==> src/inc/can_gsi_pkg.sv <==
// Register map, field positions and constants of the CAN global status block
package can_gsi_pkg;
  localparam logic [7:0] ADDR_GENERAL_IRQ_FLAGS = 8'h9b;
  localparam logic [7:0] ADDR_TX_ERROR_COUNT = 8'h9c;
  localparam logic [7:0] ADDR_RX_ERROR_COUNT = 8'h9d;
  localparam logic [7:0] ADDR_GENERAL_STATUS = 8'haa;
  localparam logic [7:0] ADDR_GENERAL_IRQ_ENABLE = 8'hc1;
  // General status fields
  localparam int STA_OVERLOAD = 6;
  localparam int STA_TX_BUSY = 4;
  localparam int STA_RX_BUSY = 3;
  localparam int STA_ENABLED = 2;
  localparam int STA_BUS_OFF = 1;
  localparam int STA_ERR_PASSIVE = 0;
  // Interrupt flag fields
  localparam int FLG_ANY_IRQ = 7;
  localparam int FLG_TIMER_WRAP = 5;
  localparam int FLG_BUFFER_FULL = 4;
  localparam int FLG_STUFF = 3;
  localparam int FLG_CRC = 2;
  localparam int FLG_FORM = 1;
  localparam int FLG_ACK = 0;
  // Interrupt enable fields
  localparam int IE_RX = 5;
  localparam int IE_TX = 4;
  localparam int IE_OBJ_ERR = 3;
  localparam int IE_BUFFER = 2;
  localparam int IE_PROT_ERR = 1;
  localparam logic [7:0] FLAGS_WRITE_MASK = 8'h3f;
  localparam logic [7:0] ENABLE_WRITE_MASK = 8'h3e;
  localparam logic [7:0] RESET_BYTE = 8'h00;
  localparam logic [15:0] TIMER_MAX = 16'hffff;
  localparam logic [15:0] TIMER_ZERO = 16'h0000;
  localparam logic [14:0] CRC_POLY = 15'h4599;
  localparam logic [2:0] STUFF_RUN_LIMIT = 3'h5;
  localparam logic [1:0] ENABLE_DELAY = 2'h2;
  localparam logic [8:0] PASSIVE_LIMIT = 9'h07f;
  localparam logic [8:0] BUS_OFF_LIMIT = 9'h0ff;
  localparam logic [8:0] TX_ERR_STEP = 9'h008;
  typedef enum logic [1:0] {RUN_STANDBY, RUN_STARTING, RUN_ACTIVE} run_state_t;
endpackage : can_gsi_pkg

==> src/logic/can_global_status_interrupt.sv <==
// Global status, protocol error flags, error counters and interrupt enables
`timescale 1ns/100ps
// Operation
// - Overload flag high while own overload frame sent
// - Transmitter busy while sending any frame or ack
// - Transmitter busy in interframe when frame pending
// - Receiver busy while acquiring or monitoring frame
// - Enabled flag shows true, lagging controller state
// - Bus-off and error-passive follow fault confinement
// - Busy, overload, enable flags never interrupt
// - Bit 7 mirrors the interrupt request
// - Timer wrap to zero sets flag
// - Timer wrap interrupts only with core enable
// - Buffer full sets sticky overrun flag
// - More than five equal bits sets stuff error
// - CRC mismatch over received frame sets flag
// - Fixed-form field violation sets form error
// - Missing dominant ack on transmit sets flag
// - Protocol error flags interrupt and stay set
// - Transmit error count readable, resets to zero
// - Receive error count readable, resets to zero
// - Enable bits 5 and 4 gate rx, tx
// - Bits 3,2,1 gate object, buffer, protocol errors
// - Controller clock runs only while enabled
// - Enabled flag rises three clocks after enable
module can_global_status_interrupt #(
  parameter int TIMER_W = 16
) (
  input wire logic core_clk,
  input wire logic srst,
  input wire logic [7:0] sfrAddr,
  input wire logic [7:0] sfrWrData,
  input wire logic sfrWr,
  input wire logic sfrRd,
  output logic [7:0] sfrRdData,
  input wire logic controllerRunControl,
  input wire logic overloadSending,
  input wire logic txFrameActive,
  input wire logic interframeSpace,
  input wire logic txFramePending,
  input wire logic rxFrameActive,
  input wire logic [TIMER_W-1:0] canTimer,
  input wire logic bufferFull,
  input wire logic rxBitValid,
  input wire logic rxBit,
  input wire logic crcInit,
  input wire logic crcDataPhase,
  input wire logic crcFieldPhase,
  input wire logic crcCheck,
  input wire logic fixedFormSlot,
  input wire logic ackSlot,
  input wire logic transmitting,
  input wire logic txErrEvent,
  input wire logic rxErrEvent,
  input wire logic txOkEvent,
  input wire logic rxOkEvent,
  input wire logic busOffRecovered,
  input wire logic rxDoneIrq,
  input wire logic txDoneIrq,
  input wire logic objErrIrq,
  input wire logic timer_wrap_irq_enable,
  output logic canIrq,
  output logic controllerClkRun
);
  import can_gsi_pkg::*;

  if (TIMER_W != 16) begin : g_bad_timer
    $error("can_global_status_interrupt: TIMER_W must be 16");
  end

  logic [7:0] tec, rec;
  logic busOffState, errorPassiveState;

  can_fault_confinement u_fc (
    .core_clk(core_clk),
    .srst(srst),
    .txErrEvent(txErrEvent),
    .rxErrEvent(rxErrEvent),
    .txOkEvent(txOkEvent),
    .rxOkEvent(rxOkEvent),
    .busOffRecovered(busOffRecovered),
    .txErrorCount(tec),
    .rxErrorCount(rec),
    .busOffState(busOffState),
    .errorPassiveState(errorPassiveState)
  );

  // Status and enable state
  logic [7:0] status_r, status_nxt;
  logic [7:0] ienable_r, ienable_nxt;
  logic [7:0] flags_r, flags_nxt;
  logic [7:0] rdData_r, rdData_nxt;
  logic irq_r, irq_nxt;
  logic clkRun_r, clkRun_nxt;
  run_state_t run_r, run_nxt;
  logic [1:0] runCnt_r, runCnt_nxt;
  logic [TIMER_W-1:0] timerPrev_r;
  logic [2:0] runLen_r, runLen_nxt;
  logic lastBit_r, lastBit_nxt;
  logic [14:0] crcCalc_r, crcCalc_nxt, crcRecv_r, crcRecv_nxt;
  logic [5:0] hwSet;
  logic flagsWr;

  // Controller run sequencing
  always_comb begin
    run_nxt = run_r;
    runCnt_nxt = runCnt_r;
    clkRun_nxt = controllerRunControl;
    case (run_r)
      RUN_STANDBY: begin
        runCnt_nxt = 2'h0;
        if (controllerRunControl) begin
          run_nxt = RUN_STARTING;
          runCnt_nxt = 2'h1;
        end
      end
      RUN_STARTING: begin
        if (!controllerRunControl) begin
          run_nxt = RUN_STANDBY;
        end else if (runCnt_r == ENABLE_DELAY) begin
          run_nxt = RUN_ACTIVE;
        end else begin
          runCnt_nxt = runCnt_r + 2'h1;
        end
      end
      RUN_ACTIVE: begin
        if (!controllerRunControl) begin
          run_nxt = RUN_STANDBY;
        end
      end
      default: run_nxt = RUN_STANDBY;
    endcase
  end

  // Protocol checks: stuff run length and CRC
  always_comb begin
    runLen_nxt = runLen_r;
    lastBit_nxt = lastBit_r;
    crcCalc_nxt = crcCalc_r;
    crcRecv_nxt = crcRecv_r;
    if (crcInit) begin
      runLen_nxt = 3'h0;
      crcCalc_nxt = 15'h0000;
      crcRecv_nxt = 15'h0000;
    end else if (rxBitValid) begin
      lastBit_nxt = rxBit;
      if (runLen_r != 3'h0 && rxBit == lastBit_r) begin
        runLen_nxt = (runLen_r == 3'h7) ? 3'h7 : runLen_r + 3'h1;
      end else begin
        runLen_nxt = 3'h1;
      end
      if (crcDataPhase) begin
        crcCalc_nxt = {crcCalc_r[13:0], 1'b0} ^ ((rxBit ^ crcCalc_r[14]) ? CRC_POLY : 15'h0000);
      end
      if (crcFieldPhase) begin
        crcRecv_nxt = {crcRecv_r[13:0], rxBit};
      end
    end
  end

  // Hardware event sets and flag register
  always_comb begin
    hwSet = 6'h00;
    hwSet[FLG_TIMER_WRAP] = (timerPrev_r == TIMER_MAX) && (canTimer == TIMER_ZERO);
    hwSet[FLG_BUFFER_FULL] = bufferFull;
    hwSet[FLG_STUFF] = rxBitValid && runLen_nxt > STUFF_RUN_LIMIT;
    hwSet[FLG_CRC] = crcCheck && (crcCalc_r != crcRecv_r);
    hwSet[FLG_FORM] = fixedFormSlot && rxBitValid && !rxBit;
    hwSet[FLG_ACK] = ackSlot && transmitting && rxBitValid && rxBit;
    flagsWr = sfrWr && sfrAddr == ADDR_GENERAL_IRQ_FLAGS;
    flags_nxt = flags_r;
    if (flagsWr) begin
      flags_nxt = flags_r & (sfrWrData | ~FLAGS_WRITE_MASK);
    end
    flags_nxt[5:0] = flags_nxt[5:0] | hwSet;
    flags_nxt[FLG_ANY_IRQ] = irq_nxt;
    flags_nxt[6] = 1'b0;
  end

  // Interrupt request from enabled pending sources
  always_comb begin
    irq_nxt = (rxDoneIrq && ienable_r[IE_RX])
      || (txDoneIrq && ienable_r[IE_TX])
      || (objErrIrq && ienable_r[IE_OBJ_ERR])
      || (flags_r[FLG_BUFFER_FULL] && ienable_r[IE_BUFFER])
      || ((|flags_r[FLG_STUFF:FLG_ACK]) && ienable_r[IE_PROT_ERR])
      || (flags_r[FLG_TIMER_WRAP] && timer_wrap_irq_enable);
  end

  // Status, enable register and read port
  always_comb begin
    status_nxt = RESET_BYTE;
    status_nxt[STA_OVERLOAD] = overloadSending;
    status_nxt[STA_TX_BUSY] = txFrameActive || (interframeSpace && txFramePending);
    status_nxt[STA_RX_BUSY] = rxFrameActive;
    status_nxt[STA_ENABLED] = run_nxt == RUN_ACTIVE;
    status_nxt[STA_BUS_OFF] = busOffState;
    status_nxt[STA_ERR_PASSIVE] = errorPassiveState;
    ienable_nxt = ienable_r;
    if (sfrWr && sfrAddr == ADDR_GENERAL_IRQ_ENABLE) begin
      ienable_nxt = sfrWrData & ENABLE_WRITE_MASK;
    end
    rdData_nxt = rdData_r;
    if (sfrRd) begin
      case (sfrAddr)
        ADDR_GENERAL_IRQ_FLAGS: rdData_nxt = flags_r;
        ADDR_TX_ERROR_COUNT: rdData_nxt = tec;
        ADDR_RX_ERROR_COUNT: rdData_nxt = rec;
        ADDR_GENERAL_STATUS: rdData_nxt = status_r;
        ADDR_GENERAL_IRQ_ENABLE: rdData_nxt = ienable_r;
        default: rdData_nxt = RESET_BYTE;
      endcase
    end
  end

  always_ff @(posedge core_clk) begin
    if (srst) begin
      run_r <= RUN_STANDBY;
      runCnt_r <= 2'h0;
      clkRun_r <= 1'b0;
      runLen_r <= 3'h0;
      lastBit_r <= 1'b1;
      crcCalc_r <= 15'h0000;
      crcRecv_r <= 15'h0000;
      timerPrev_r <= '0;
      flags_r <= RESET_BYTE;
      irq_r <= 1'b0;
      status_r <= RESET_BYTE;
      ienable_r <= RESET_BYTE;
      rdData_r <= RESET_BYTE;
    end else begin
      run_r <= run_nxt;
      runCnt_r <= runCnt_nxt;
      clkRun_r <= clkRun_nxt;
      runLen_r <= runLen_nxt;
      lastBit_r <= lastBit_nxt;
      crcCalc_r <= crcCalc_nxt;
      crcRecv_r <= crcRecv_nxt;
      timerPrev_r <= canTimer;
      flags_r <= flags_nxt;
      irq_r <= irq_nxt;
      status_r <= status_nxt;
      ienable_r <= ienable_nxt;
      rdData_r <= rdData_nxt;
    end
  end

  assign sfrRdData = rdData_r;
  assign canIrq = irq_r;
  assign controllerClkRun = clkRun_r;

  // Checks
  a_overload_mirror: assert property (@(posedge core_clk) disable iff (srst)
    overloadSending |=> status_r[STA_OVERLOAD]) else $error("overload flag missing");
  a_tx_busy_frame: assert property (@(posedge core_clk) disable iff (srst)
    txFrameActive |=> status_r[STA_TX_BUSY]) else $error("tx busy missing in frame");
  a_tx_busy_ifs: assert property (@(posedge core_clk) disable iff (srst)
    interframeSpace && txFramePending |=> status_r[STA_TX_BUSY])
    else $error("tx busy missing in interframe");
  a_rx_busy: assert property (@(posedge core_clk) disable iff (srst)
    rxFrameActive |=> status_r[STA_RX_BUSY]) else $error("rx busy missing");
  a_enable_delay: assert property (@(posedge core_clk) disable iff (srst)
    $rose(controllerRunControl) && run_r == RUN_STANDBY |=>
      !status_r[STA_ENABLED] ##1 !status_r[STA_ENABLED])
    else $error("enabled flag too early");
  a_enable_rise: assert property (@(posedge core_clk) disable iff (srst)
    !controllerRunControl ##1 controllerRunControl [*4] |-> status_r[STA_ENABLED])
    else $error("enabled flag late");
  a_irq_image: assert property (@(posedge core_clk) disable iff (srst)
    flags_r[FLG_ANY_IRQ] == irq_r) else $error("irq image differs from request");
  a_timer_wrap: assert property (@(posedge core_clk) disable iff (srst)
    canTimer == TIMER_MAX ##1 canTimer == TIMER_ZERO |=> flags_r[FLG_TIMER_WRAP])
    else $error("timer wrap not flagged");
  a_wrap_gate: assert property (@(posedge core_clk) disable iff (srst)
    flags_r[FLG_TIMER_WRAP] && timer_wrap_irq_enable |=> irq_r)
    else $error("timer wrap irq missing");
  a_set_beats_clear: assert property (@(posedge core_clk) disable iff (srst)
    flagsWr && bufferFull |=> flags_r[FLG_BUFFER_FULL])
    else $error("set lost to clear");
  a_prot_sticky: assert property (@(posedge core_clk) disable iff (srst)
    flags_r[FLG_ACK] && !flagsWr |=> flags_r[FLG_ACK])
    else $error("ack error flag dropped");
  a_rx_gate: assert property (@(posedge core_clk) disable iff (srst)
    !ienable_r[IE_RX] && !ienable_r[IE_TX] && !ienable_r[IE_OBJ_ERR] && !ienable_r[IE_BUFFER]
      && !ienable_r[IE_PROT_ERR] && !timer_wrap_irq_enable |=> !irq_r)
    else $error("irq without enable");
  a_clk_run: assert property (@(posedge core_clk) disable iff (srst)
    controllerRunControl |=> controllerClkRun) else $error("clock not run");
endmodule : can_global_status_interrupt

==> src/logic/can_fault_confinement.sv <==
// Transmit and receive error counters with error-passive and bus-off state
`timescale 1ns/100ps
module can_fault_confinement (
  input wire logic core_clk,
  input wire logic srst,
  input wire logic txErrEvent,
  input wire logic rxErrEvent,
  input wire logic txOkEvent,
  input wire logic rxOkEvent,
  input wire logic busOffRecovered,
  output logic [7:0] txErrorCount,
  output logic [7:0] rxErrorCount,
  output logic busOffState,
  output logic errorPassiveState
);
  import can_gsi_pkg::*;
  logic [8:0] tec_r, tec_nxt, rec_r, rec_nxt;
  logic busOff_r, busOff_nxt;

  always_comb begin
    tec_nxt = tec_r;
    rec_nxt = rec_r;
    busOff_nxt = busOff_r;
    if (busOff_r) begin
      if (busOffRecovered) begin
        busOff_nxt = 1'b0;
        tec_nxt = 9'h000;
        rec_nxt = 9'h000;
      end
    end else begin
      if (txErrEvent) begin
        tec_nxt = tec_r + TX_ERR_STEP;
      end else if (txOkEvent && tec_r != 9'h000) begin
        tec_nxt = tec_r - 9'h001;
      end
      if (rxErrEvent && rec_r <= PASSIVE_LIMIT) begin
        rec_nxt = rec_r + 9'h001;
      end else if (rxOkEvent && rec_r != 9'h000) begin
        rec_nxt = (rec_r > PASSIVE_LIMIT) ? PASSIVE_LIMIT - 9'h00a : rec_r - 9'h001;
      end
      if (tec_nxt > BUS_OFF_LIMIT) begin
        busOff_nxt = 1'b1;
      end
    end
  end

  always_ff @(posedge core_clk) begin
    if (srst) begin
      tec_r <= 9'h000;
      rec_r <= 9'h000;
      busOff_r <= 1'b0;
    end else begin
      tec_r <= tec_nxt;
      rec_r <= rec_nxt;
      busOff_r <= busOff_nxt;
    end
  end

  assign txErrorCount = (tec_r > BUS_OFF_LIMIT) ? 8'hff : tec_r[7:0];
  assign rxErrorCount = rec_r[7:0];
  assign busOffState = busOff_r;
  assign errorPassiveState = !busOff_r && (tec_r > PASSIVE_LIMIT || rec_r > PASSIVE_LIMIT);
endmodule : can_fault_confinement

==> config.mk <==
export PLATFORM = sky130hd
export DESIGN_NAME = can_global_status_interrupt
export DESIGN_NICKNAME = d
export VERILOG_FILES = /design/src/inc/can_gsi_pkg.sv /design/src/logic/can_global_status_interrupt.sv /design/src/logic/can_fault_confinement.sv
export SDC_FILE = /design/constraint.sdc
export NUM_CORES = 1
export LEC_CHECK = 0
export ABC_CLOCK_PERIOD_IN_PS = 4600
export BUFFER_PORTS_ARGS = -buffer_cell sky130_fd_sc_hd__buf_2
export CORE_MARGIN = 4
export CORE_UTILIZATION = 46
export CTS_CLUSTER_DIAMETER = 60
export DETAILED_ROUTE_END_ITERATION = 6
export PLACE_DENSITY = 0.7
export SETUP_SLACK_MARGIN = 0.3
export SLEW_MARGIN = 40
export SYNTH_ARGS = -nofsm -noshare
export SYNTH_HDL_FRONTEND = slang
export SYNTH_HIERARCHICAL = 1
export SYNTH_SLANG_ARGS = --single-unit
==> constraint.sdc <==
create_clock -name core_clk -period 4.6 [get_ports core_clk]
set_clock_uncertainty 0.05 [all_clocks]
set_input_delay 0 -clock core_clk [delete_from_list [all_inputs] [get_ports core_clk]]
set_output_delay 0 -clock core_clk [all_outputs]
set_load 0.02 [all_outputs]
==> impl_metrics.env <==
export IMPL_drt_iter0_drc=457
export IMPL_r2r_slack_ns=2.21
export IMPL_htreeDepth=3
export IMPL_setup_worst_path_end="u_fc/rec_r[6]$_SDFFE_PP0P_"
export IMPL_worstHoldPathType="in -> reg"
export IMPL_whs_ns=0.01686
export IMPL_cts_made_buffers=9
export IMPL_vias_per_cell=5.337
export IMPL_synth_largest_area_cell="dfxtp_1"
export IMPL_num_io_pins=71
export IMPL_die_area_sq_um=12690
export IMPL_grt_remaining_overflow=0
export IMPL_clk_pin_slew_ns=0.10
export IMPL_routed_wirelength_um=12300
export IMPL_rsz0062_at_grt="false"
export IMPL_slew_viol_final=0
export IMPL_yosysTopAreaCellShare=0.3975
export IMPL_start_util=0.4792
export IMPL_grt_pass1_wl_um=20350
export IMPL_drc=0
export IMPL_seq_area_sq_um=2002
export IMPL_vias=4366
export IMPL_diodes=0
export IMPL_ys_seq_area_frac=0.3975
export IMPL_multiInputGateArea_sq_um=2735
export IMPL_clkLatencyLatePin_ns=0.38
export IMPL_max_freq_ghz=0.4179
export IMPL_netlist_area_sq_um=5036
export IMPL_ir_drop_mv=0.2054
export IMPL_syn_area_per_cell_sq_um=8.565
export IMPL_clock_sinks=100
export IMPL_placementRows=37
export IMPL_antenna_found_initial=0
export IMPL_final_hold_viol_count=0
export IMPL_ys_flop_type="dfxtp_1"
export IMPL_die_w_um=112.6
export IMPL_nets=749
export IMPL_reg2regPathDepth=5
export IMPL_max_slew_margin_rel=0.4558
export IMPL_tritoncts="built"
export IMPL_cap_violations=0
export IMPL_critPathKind="reg -> reg"
export IMPL_crit_path_end_kind="register"
export IMPL_critPathLaunch="u_fc/rec_r[1]$_SDFFE_PP0P_"
export IMPL_ctsResizeCount=0
export IMPL_worst_setup_path_start_kind="register"
export IMPL_ys_types=74
export IMPL_ys_ff_latch=100
export IMPL_setup_violations=0
export IMPL_grt_max_degree=61
export IMPL_yosysWarningCount=6
export IMPL_syn_instance_count=588
export IMPL_grt_pass1_vias=4326
export IMPL_coreArea_sq_um=10510
export IMPL_gr_usage_all_layers=0.1938
export IMPL_powerDensity_nw_per_um2=345.4
export IMPL_setup_tns_ns=0
export IMPL_fill_cells=936
export IMPL_portBuffers=68
export IMPL_r2r_end="u_fc/rec_r[6]$_SDFFE_PP0P_"
export IMPL_synth_edf_count=0
export IMPL_status="complete, no violations"
export IMPL_tightest_slew_ns=0.8104
export IMPL_synthTopCellsByCount="100 x dfxtp_1, 94 x nand2_1, 56 x a21oi_1, 31 x nor2b_1, 30 x nor2_1"
export IMPL_post_synth_main_area_contributors="dfxtp_1 40%, nand2_1 7.0%, a21oi_1 5.6%, xnor2_1 5.0%, nor2b_1 3.9%"
export IMPL_arrival_ns=2.61
export IMPL_clock_root_buffer="clkbuf_8"
export IMPL_cp_required_ns=4.82
export IMPL_p_leak_nw=2.269
export IMPL_place_gp_congestion=0.8910
export IMPL_wire_per_inst_um=15.04
export IMPL_synth_async_reset_ratio=0
export IMPL_antenna_left=0
export IMPL_hpwl_um=8417
export IMPL_die_h_um=112.6
export IMPL_cts_path_max_buffers=2
export IMPL_drt_pre_antenna_iters=5
export IMPL_min_period_over_period=0.5202
export IMPL_synthToLayoutAreaGrowth_pct=18.68
export IMPL_r2r_start="u_fc/rec_r[1]$_SDFFE_PP0P_"
export IMPL_syn_num_nets=660
export IMPL_layout_drive_gt1_share=0.1804
export IMPL_cp_max_fo=10
export IMPL_min_period_ns=2.393
export IMPL_yosysMostFrequentCell="dfxtp_1"
critical path: stages, from the launching register on:
cell	delay, ns
dfxtp_1	0.57
ha_1	0.30
nor4_1	0.11
o32ai_1	0.64
nor2_1	0.24
a221o_1	0.39
metrics by stage:
stage / cells / instance area, sq um / util / setup slack (ns) / total power [mW]
6_report: 818 / 5977 / 0.5688 / 2.207 / 2.064
5_1_grt: 818 / 5977 / 0.5688 / 2.063 / 2.189
4_1_cts: 818 / 5977 / 0.5688 / 2.260 / 2.073
2_1_floorplan: 588 / 5036 / - / 2.626 / 1.427
3_5_place_dp: 755 / 5326 / 0.5068 / 2.301 / 1.514
3_3_place_gp: 755 / 5326 / 0.5068 / 2.327 / 1.496
kinds of logic after synthesis:
logic type,count (synthesis),synth area share
muxes,13,0.02832
AOI/OAI and AO/OA,133,0.1801
xor gates and xnor gates,32,0.05565
adders and majority gates,11,0.02733
buffers and inverters,57,0.05938
DFF,100,0.3975
and+or+nand+nor,242,0.2517
where the power goes:
group	switching (mW)	internal [mW]
clock network	0.322	0.205
registers	0.0994	0.926
logic	0.260	0.252
total	0.681	1.38
worst min-delay path by stage:
stage / endpoint / cells after the start / start
global route: u_fc/tec_r[3]$_SDFFE_PP0P_ / 4 / txErrEvent
detailed placement: status_r[6]$_SDFF_PP0_ / 2 / overloadSending
global placement: status_r[6]$_SDFF_PP0_ / 2 / overloadSending
floorplan: controllerClkRun$_SDFF_PP0_ / 1 / srst
CTS: u_fc/tec_r[3]$_SDFFE_PP0P_ / 4 / txErrEvent
finish: u_fc/tec_r[3]$_SDFFE_PP0P_ / 4 / txErrEvent
layout by cell type (no fill, tap or decap), drive strengths merged, types with 11 or more instances in the layout:
cell type and instances:
dfxtp 100, nand2 94, buf 69, a21oi 56, dlygate4sd3 47, nor2b 31, nor2 30, xnor2 29
inv 23, o21ai 16, nand4 12, ha 11, nand3 11
sequential cells by signal (all words and copies together), names as in the netlist, 2 cells and up:
signal / count
crcCalc_r: 15
crcRecv_r: 15
flags_r: 7
ienable_r: 5
runCnt_r: 2
runLen_r: 3
run_r: 2
sfrRdData: 8
status_r: 6
timerPrev_r: 16
u_fc/rec_r: 9
u_fc/tec_r: 9
area by class of cell:
class,count,area share
clock buffer,9,0.02072
clock inverter,7,0.009420
inverter,19,0.01193
multi-input combinational,431,0.4576
sequential,100,0.3349
tap,136,0.02847
timing repair buffer,116,0.1369
timing repair:
action | 4_1_cts | 5_1_grt
buffers inserted | 0 | 0
hold buffers | 47 | 0
endpoints found under the hold margin | 41 | 0
endpoints found under the setup margin | 0 | 0
metal layers:
layer / GRT usage / routed length, um / up-vias
met3: 0.04367 / 482 / 21
li1: - / - / 2235
met5: 0 / 0 / -
met1: 0.2462 / 5571 / 2002
met2: 0.3286 / 5999 / 108
met4: 0.05689 / 247 / 0
No activity file was read; power rests on OpenSTA's default activity.
